File: src/logic/can_cmd_pkg.sv
package can_cmd_pkg;
    // ascii codes of the command set
    localparam logic [7:0] CH_CR     = 8'h0D;
    localparam logic [7:0] CH_BELL   = 8'h07;
    localparam logic [7:0] CH_ACK    = 8'h7A;
    localparam logic [7:0] CH_OPEN   = 8'h4F;
    localparam logic [7:0] CH_LISTEN = 8'h4C;
    localparam logic [7:0] CH_LOOP   = 8'h59;
    localparam logic [7:0] CH_CLOSE  = 8'h43;
    localparam logic [7:0] CH_RATE   = 8'h53;
    localparam logic [7:0] CH_SEND   = 8'h74;
    localparam logic [7:0] CH_ZERO   = 8'h30;
    localparam logic [7:0] CH_EIGHT  = 8'h38;

    // bitrate selectors: 6 is 500 kbit/s, 8 the highest
    localparam logic [3:0] RATE_500K  = 4'h6;
    localparam logic [3:0] RATE_RESET = RATE_500K;
    localparam logic [3:0] DLC_MAX    = 4'h8;

    // send line: three id digits, one length digit, then data pairs
    localparam logic [4:0] SEND_HDR  = 5'h04;
    localparam logic [4:0] POS_MAX   = 5'h1F;

    // lamp timing
    localparam longint     CLK_HZ         = 20_000_000;
    localparam longint     FLASH_HALF_MS  = 125;
    localparam longint     FLASH_HALF_CYC = FLASH_HALF_MS * CLK_HZ / 1000;
    localparam logic [2:0] INIT_TOGGLES   = 3'h7;
    localparam logic [2:0] ACT_HOLD       = 3'h4;

    typedef struct packed {
        logic open;
        logic listen;
        logic loopback;
    } chan_t;

    typedef struct packed {
        logic [10:0] id;
        logic [3:0]  dlc;
        logic [63:0] data;
    } can_frame_t;
endpackage

File: src/logic/reply_fifo.sv
`timescale 1ns/1ns
module reply_fifo #(
    parameter int WIDTH = 8,
    parameter int DEPTH = 16
) (
    input  wire logic             clk_in,
    input  wire logic             nrst_in,
    input  wire logic             in_valid_in,
    output logic                  in_ready_out,
    input  wire logic [WIDTH-1:0] in_data_in,
    output logic                  out_valid_out,
    input  wire logic             out_ready_in,
    output logic [WIDTH-1:0]      out_data_out
);
    localparam int AW = $clog2(DEPTH);

    typedef struct packed {
        logic [DEPTH-1:0][WIDTH-1:0] mem;
        logic [AW-1:0]               wr;
        logic [AW-1:0]               rd;
        logic [AW:0]                 cnt;
    } fifo_t;

    fifo_t st;
    fifo_t next_st;
    logic  push;
    logic  pop;

    assign in_ready_out  = (st.cnt != (AW+1)'(DEPTH));
    assign out_valid_out = (st.cnt != '0);
    assign out_data_out  = st.mem[st.rd];
    assign push          = in_valid_in && in_ready_out;
    assign pop           = out_valid_out && out_ready_in;

    always_comb begin
        next_st = st;
        if (push) begin
            next_st.mem[st.wr] = in_data_in;
            next_st.wr         = (st.wr == AW'(DEPTH-1)) ? '0 : st.wr + 1'b1;
        end
        if (pop) begin
            next_st.rd = (st.rd == AW'(DEPTH-1)) ? '0 : st.rd + 1'b1;
        end
        next_st.cnt = st.cnt + (AW+1)'(push) - (AW+1)'(pop);
    end

    always_ff @(posedge clk_in) begin
        if (!nrst_in) begin
            st <= '0;
        end else begin
            st <= next_st;
        end
    end
endmodule

File: src/logic/serial_can_command_led_ctrl.sv
`timescale 1ns/1ns
module serial_can_command_led_ctrl
    import can_cmd_pkg::*;
#(
    parameter int FLASH_HALF = int'(can_cmd_pkg::FLASH_HALF_CYC),
    parameter int FIFO_DEPTH = 16
) (
    input  wire logic                    clk_in,
    input  wire logic                    nrst_in,
    input  wire logic                    rx_valid_in,
    output logic                         rx_ready_out,
    input  wire logic [7:0]              rx_data_in,
    output logic                         tx_valid_out,
    input  wire logic                    tx_ready_in,
    output logic [7:0]                   tx_data_out,
    output logic                         frame_valid_out,
    input  wire logic                    frame_ready_in,
    output can_cmd_pkg::can_frame_t      frame_out,
    output can_cmd_pkg::chan_t           chan_out,
    output logic [3:0]                   bitrate_out,
    input  wire logic                    frame_event_in,
    input  wire logic                    can_error_in,
    output logic                         power_led_out,
    output logic                         act_led_out,
    output logic                         err_led_out
);
    import can_cmd_pkg::*;

    localparam int DW = $clog2(FLASH_HALF + 1);

    typedef enum logic [2:0] {M_INIT, M_IDLE, M_LINE, M_SEND, M_REPLY} mode_t;

    typedef struct packed {
        mode_t       mode;
        logic        pwr;
        logic [DW-1:0] div;
        logic        phase;
        logic [2:0]  flashes;
        logic [2:0]  act;
        logic [7:0]  cmd;
        logic [4:0]  pos;
        logic        err;
        logic [10:0] id;
        logic [3:0]  dlc;
        logic [63:0] data;
        chan_t       chan;
        logic [3:0]  rate;
        logic [1:0]  rep_n;
        logic [7:0]  rep0;
        logic [7:0]  rep1;
    } state_t;

    state_t     st;
    state_t     next_st;
    logic       tick;
    logic       fifo_ready;
    logic       fifo_valid;
    logic [7:0] fifo_data;
    logic [4:0] nib;
    logic       ok;
    logic [4:0] send_len;

    function automatic logic [4:0] hex_nib(input logic [7:0] c);
        hex_nib = 5'h00;
        if (c >= 8'h30 && c <= 8'h39) begin
            hex_nib = {1'b1, c[3:0]};
        end else if ((c >= 8'h41 && c <= 8'h46) || (c >= 8'h61 && c <= 8'h66)) begin
            hex_nib = {1'b1, c[3:0] + 4'h9};
        end
    endfunction

    assign tick     = (st.div == DW'(FLASH_HALF - 1));
    assign nib      = hex_nib(rx_data_in);
    assign send_len = SEND_HDR + {st.dlc, 1'b0};

    always_comb begin
        next_st     = st;
        ok          = 1'b0;
        next_st.pwr = 1'b1;
        next_st.div = tick ? '0 : st.div + 1'b1;
        if (tick) begin
            next_st.phase = ~st.phase;
        end
        if (tick && st.act != 3'h0) begin
            next_st.act = st.act - 3'h1;
        end
        if (frame_event_in) begin
            next_st.act = ACT_HOLD;
        end
        unique case (st.mode)
            M_INIT: begin
                if (tick) begin
                    if (st.flashes == INIT_TOGGLES) begin
                        next_st.mode = M_IDLE;
                    end else begin
                        next_st.flashes = st.flashes + 3'h1;
                    end
                end
            end
            M_IDLE: begin
                if (rx_valid_in) begin
                    next_st.cmd  = rx_data_in;
                    next_st.pos  = '0;
                    next_st.err  = 1'b0;
                    next_st.id   = '0;
                    next_st.dlc  = '0;
                    next_st.data = '0;
                    next_st.mode = M_LINE;
                    if (rx_data_in == CH_CR) begin
                        next_st.mode  = M_REPLY;
                        next_st.rep_n = 2'h1;
                        next_st.rep1  = CH_BELL;
                    end
                end
            end
            M_LINE: begin
                if (rx_valid_in && rx_data_in != CH_CR) begin
                    if (st.pos != POS_MAX) begin
                        next_st.pos = st.pos + 5'h1;
                    end
                    unique case (st.cmd)
                        CH_RATE: begin
                            next_st.dlc = rx_data_in[3:0];
                            if (st.pos != 5'h0 || rx_data_in < CH_ZERO
                                || rx_data_in > CH_EIGHT) begin
                                next_st.err = 1'b1;
                            end
                        end
                        CH_SEND: begin
                            if (!nib[4]) begin
                                next_st.err = 1'b1;
                            end else if (st.pos < 5'h3) begin
                                next_st.id = {st.id[6:0], nib[3:0]};
                                if (st.pos == 5'h0 && nib[3]) begin
                                    next_st.err = 1'b1;
                                end
                            end else if (st.pos == 5'h3) begin
                                next_st.dlc = nib[3:0];
                                if (nib[3:0] > DLC_MAX) begin
                                    next_st.err = 1'b1;
                                end
                            end else if (st.pos >= send_len) begin
                                next_st.err = 1'b1;
                            end else begin
                                next_st.data = {st.data[59:0], nib[3:0]};
                            end
                        end
                        default: next_st.err = 1'b1;
                    endcase
                end else if (rx_valid_in) begin
                    next_st.mode  = M_REPLY;
                    next_st.rep_n = 2'h1;
                    next_st.rep1  = CH_CR;
                    unique case (st.cmd)
                        CH_OPEN, CH_LISTEN, CH_LOOP: begin
                            ok = st.pos == 5'h0 && !st.chan.open;
                            if (ok) begin
                                next_st.chan.open     = 1'b1;
                                next_st.chan.listen   = st.cmd == CH_LISTEN;
                                next_st.chan.loopback = st.cmd == CH_LOOP;
                            end
                        end
                        CH_CLOSE: begin
                            ok = st.pos == 5'h0 && st.chan.open;
                            if (ok) begin
                                next_st.chan = '0;
                            end
                        end
                        CH_RATE: begin
                            ok = st.pos == 5'h1 && !st.err && !st.chan.open;
                            if (ok) begin
                                next_st.rate = st.dlc;
                            end
                        end
                        CH_SEND: begin
                            // listen-only never puts a frame on the bus
                            ok = st.pos == send_len && !st.err && st.chan.open
                                && !st.chan.listen;
                            if (ok) begin
                                next_st.mode = M_SEND;
                                next_st.data = st.data << {DLC_MAX - st.dlc, 3'b000};
                            end
                        end
                        default: ok = 1'b0;
                    endcase
                    if (!ok) begin
                        next_st.rep1 = CH_BELL;
                    end
                end
            end
            M_SEND: begin
                if (frame_ready_in) begin
                    next_st.mode  = M_REPLY;
                    next_st.rep_n = 2'h2;
                    next_st.rep0  = CH_ACK;
                    next_st.rep1  = CH_CR;
                end
            end
            M_REPLY: begin
                // a full reply queue stalls here, and with it the receiver
                if (fifo_ready) begin
                    next_st.rep_n = st.rep_n - 2'h1;
                    if (st.rep_n == 2'h1) begin
                        next_st.mode = M_IDLE;
                    end
                end
            end
        endcase
    end

    always_ff @(posedge clk_in) begin
        if (!nrst_in) begin
            st      <= '0;
            st.mode <= M_INIT;
            st.rate <= RATE_RESET;
        end else begin
            st <= next_st;
        end
    end

    assign rx_ready_out    = (st.mode == M_IDLE) || (st.mode == M_LINE);
    assign fifo_valid      = (st.mode == M_REPLY);
    assign fifo_data       = (st.rep_n == 2'h2) ? st.rep0 : st.rep1;
    assign frame_valid_out = (st.mode == M_SEND);
    assign frame_out       = '{id: st.id, dlc: st.dlc, data: st.data};
    assign chan_out        = st.chan;
    assign bitrate_out     = st.rate;
    assign power_led_out   = st.pwr;
    // traffic flashing takes precedence over the steady open indication
    assign act_led_out     = (st.mode == M_INIT) ? st.phase :
                             (st.act != 3'h0) ? st.phase : st.chan.open;
    assign err_led_out     = (st.mode == M_INIT) ? st.phase : can_error_in && st.phase;

    reply_fifo #(
        .WIDTH (8),
        .DEPTH (FIFO_DEPTH)
    ) u_reply_fifo (
        .clk_in        (clk_in),
        .nrst_in       (nrst_in),
        .in_valid_in   (fifo_valid),
        .in_ready_out  (fifo_ready),
        .in_data_in    (fifo_data),
        .out_valid_out (tx_valid_out),
        .out_ready_in  (tx_ready_in),
        .out_data_out  (tx_data_out)
    );
endmodule

File: config.mk
export PLATFORM = sky130hd
export DESIGN_NAME = serial_can_command_led_ctrl
export DESIGN_NICKNAME = d
export VERILOG_FILES = /design/src/logic/can_cmd_pkg.sv /design/src/logic/reply_fifo.sv /design/src/logic/serial_can_command_led_ctrl.sv
export SDC_FILE = /design/constraint.sdc
export NUM_CORES = 1
export LEC_CHECK = 0
export ABC_AREA = 0
export BUFFER_PORTS_ARGS = -buffer_cell sky130_fd_sc_hd__buf_2
export CORE_MARGIN = 1.5
export CORE_UTILIZATION = 25
export CTS_CLUSTER_DIAMETER = 80
export DETAILED_ROUTE_END_ITERATION = 7
export HOLD_SLACK_MARGIN = 0.1
export MAX_ROUTING_LAYER = met4
export SYNTH_ARGS = -nofsm -noshare
export SYNTH_HDL_FRONTEND = slang
export SYNTH_HIERARCHICAL = 1
export SYNTH_SLANG_ARGS = --single-unit
export TNS_END_PERCENT = 10
File: constraint.sdc
create_clock -name clk_in -period 3.55 [get_ports clk_in]
set_input_delay 0.71 -clock clk_in [delete_from_list [all_inputs] [get_ports clk_in]]
set_output_delay 0.71 -clock clk_in [all_outputs]
set_load 0.05 [all_outputs]
==> out/metrics.yaml <==
timing:
  hold_viol_final: 0
  maxSlewViolCount: 0
  fin_skew_ns: 0.0106
  worstMarginPinSlew_ns: 1.10
  finalCritPeriodShare_pct: 92.6
  slew_headroom_pct: 25.8
  fin_setup_tns_ns: 0
  setup-violations-final: 0
  clock.fmax_mhz: 304
  fin_crit_ns: 3.29
  rsz0062_at_grt: "false"
grt:
  grt_pass1_wl_microns: 70200
  grt_pass1_vias: 12227
  grt_max_degree: 152
  antenna_found_initial: 1
  grt_use_total_pct: 13.5
  grt_overflow_total: 0
synthesis:
  yosysUniqueCellTypes: 91
  synth.area.top_cells: "dfxtp_1 (35%), mux2i_1 (7.0%), nand3_1 (4.5%)"
  synth_edf_count: 0
  async_reset_ff_share_pct: 0
  yosys_most_used_dff: "dfxtp_1"
  synthMostInstantiatedCell: "dfxtp_1"
  synth_common_cells: "dfxtp_1 (280), nand3_1 (142), nand2_1 (134), mux2i_1 (112), nor2_1 (101)"
  synth.yosys.seq_area_share_pct: 35.2
  synth-seq-cells: 280
  synth_area_leader_cell: "dfxtp_1"
  syn_nets: 1805
  ys_warn_count: 6
  synth.avg_cell_area_sq_um: 9.07
  synth_cells: 1756
  netlist.area_leader.share_pct: 35.2
  syn-cell-area_sq_mm: 0.0159
final_layout:
  area_delta_synth_final_pct: 10.9
  fin_nets: 1767
  multi_input_comb_area_sq_mm: 0.00894
  final_cells: 2590
  drive_gt1_share_pct: 16.9
  finalInstanceArea_sq_mm: 0.0177
  regArea_sq_mm: 0.00561
  utilization_pct: 28.0
  n_fill_cell: 6794
detailed_routing:
  drt_iter0_drc: 937
  post-route-drc-count: 0
  wl_microns: 44600
  vias: 12943
  drt_pass1_iterations: 6
  wire_per_inst_microns: 17.2
  ant_nets: 0
  viasPerCell: 5.00
floorplan:
  die_x_microns: 255
  core_area_sq_mm: 0.0631
  num_rows: 92
  start_util_pct: 25.3
  die-area_sq_mm: 0.0652
  die_y_microns: 255
  pin_count: 115
placed_design:
  dp.cells: 2531
  port-buffer-count: 114
  hpwlAfterDp_microns: 30900
  placed_cell_area_sq_mm: 0.0166
  gp_congestion: 0.858
cts:
  cts_buffers: 31
  cts-hold-fix-buffers: 0
  cts_root_buffer: "clkbuf_16"
  cts_buffer_depth: 3
  clk_latency_ns: 0.57
  cts_tree: "built"
  clkTransAtPathRegs_ns: 0.06
  clock-sinks: 280
  cts_max_level: 1
run_status:
  status: "complete, no violations"
worst_setup_path:
  r2r_cells: 9
  cp-start-kind: "register"
  crit_type: "register to output port"
  cp-end-kind: "output port"
  arrival_ns: 2.58
  crit_required_ns: 2.84
  crit_fanout: 18
min_path:
  hold_path_class: "primary input to register"
  min_path_cells: 3
power_and_ir_drop:
  leakagePower_nw: 6.14
  powerDensity_mw_per_mm2: 429
  total_power_w: 0.00758
  max-vdd-ir-drop_uv: 360
flow_run:
  cap_viol_max_count: 0
layer usage:
| layer | up-vias | GRT usage, % | share of wire [%] |
|---|---|---|---|
| met5 | - | - | 0 |
| met4 | 0 | 3.80 | 2.7 |
| met3 | 79 | 2.11 | 6.1 |
| met2 | 406 | 21.8 | 47 |
| met1 | 6201 | 17.5 | 44 |
| li1 | 6257 | - | - |
path summary, 6_finish.rpt:
check                                          from                                 to  slack (ns)
hold reg to reg   u_reply_fifo/st[112]$_SDFFE_PN0P_  u_reply_fifo/st[112]$_SDFFE_PN0P_        0.46
setup / recovery    u_reply_fifo/st[5]$_SDFFE_PN0P_                     tx_data_out[2]        0.26
hold / removal                       frame_event_in               st[120]$_SDFFE_PN0P_        0.36
setup reg to reg         frame_out[65]$_SDFFE_PN0P_         frame_out[48]$_SDFFE_PN0P_        0.44
placed cells by master (no fill, tap or decap), drive strengths merged, types with 34 or more instances in the layout:
master / count
dfxtp: 280
buf: 150
nand3: 143
nand2: 136
mux2i: 112
o21ai: 107
nor2: 102
nor2b: 80
a21oi: 68
clkbuf: 47
o31ai: 40
inv: 37
mux4: 37
a22oi: 34
worst max-delay path: stages, from the launching register on:
cell and delay, ns:
dfxtp_4 0.55, buf_4 0.35, mux4_1 0.59, a22oi_1 0.15
nand2_1 0.11, buf_2 0.23
area by class of cell:
cell class	count	share of cell area, %
Timing Repair Buffer	150	5.01
Sequential cell	280	31.8
Multi-Input combinational cell	1220	50.6
Inverter	35	0.744
Antenna cell	1	0.0142
Clock buffer	47	5.18
Clock inverter	11	0.708
Tap cell	846	5.99
where the power goes:
| group | total [W] | internal [W] | switching (W) | leakage, nW |
|---|---|---|---|---|
| clock | 0.00328 | 0.00193 | 0.00135 | 0.507 |
| sequential | 0.00331 | 0.00321 | 0.000105 | 2.26 |
| combinational | 0.000985 | 0.000382 | 0.000603 | 3.37 |
| total | 0.00758 | 0.00552 | 0.00206 | 6.14 |
stage by stage:
step / hold slack [ns] / worst slack [ns]
global placement: 0.442 / 0.481
global route: 0.373 / 0.146
CTS: 0.336 / 0.204
finish: 0.358 / 0.262
floorplan: 0.426 / 0.340
detailed placement: 0.450 / 0.388
flip-flops by register name (all words and copies together) (netlist names):
register         count
frame_out           79
chan_out             3
bitrate_out          4
u_reply_fifo/st    141
st                  52
power_led_out        1
timing repair:
action / CTS / global route
buffers inserted: 0 / 0
endpoints found under the hold margin: 0 / 0
resized for setup: 1 / 0
endpoints found under the setup margin: 1 / 0
logic make-up (layout without fill, tap and decap cells):
| logic type | Yosys count | count (layout) | share of synthesized area [%] |
|---|---|---|---|
| buf+inv | 256 | 243 | 8.96 |
| fa+ha+maj | 34 | 34 | 2.72 |
| mux | 160 | 160 | 13.5 |
| other cells | 1 | 2 | 0.0235 |
| xor+xnor | 38 | 38 | 2.09 |
| flops | 280 | 280 | 35.2 |
| simple gates | 605 | 605 | 21.3 |
| compound gates | 382 | 382 | 16.3 |
Power figures use the tool's default switching activity.
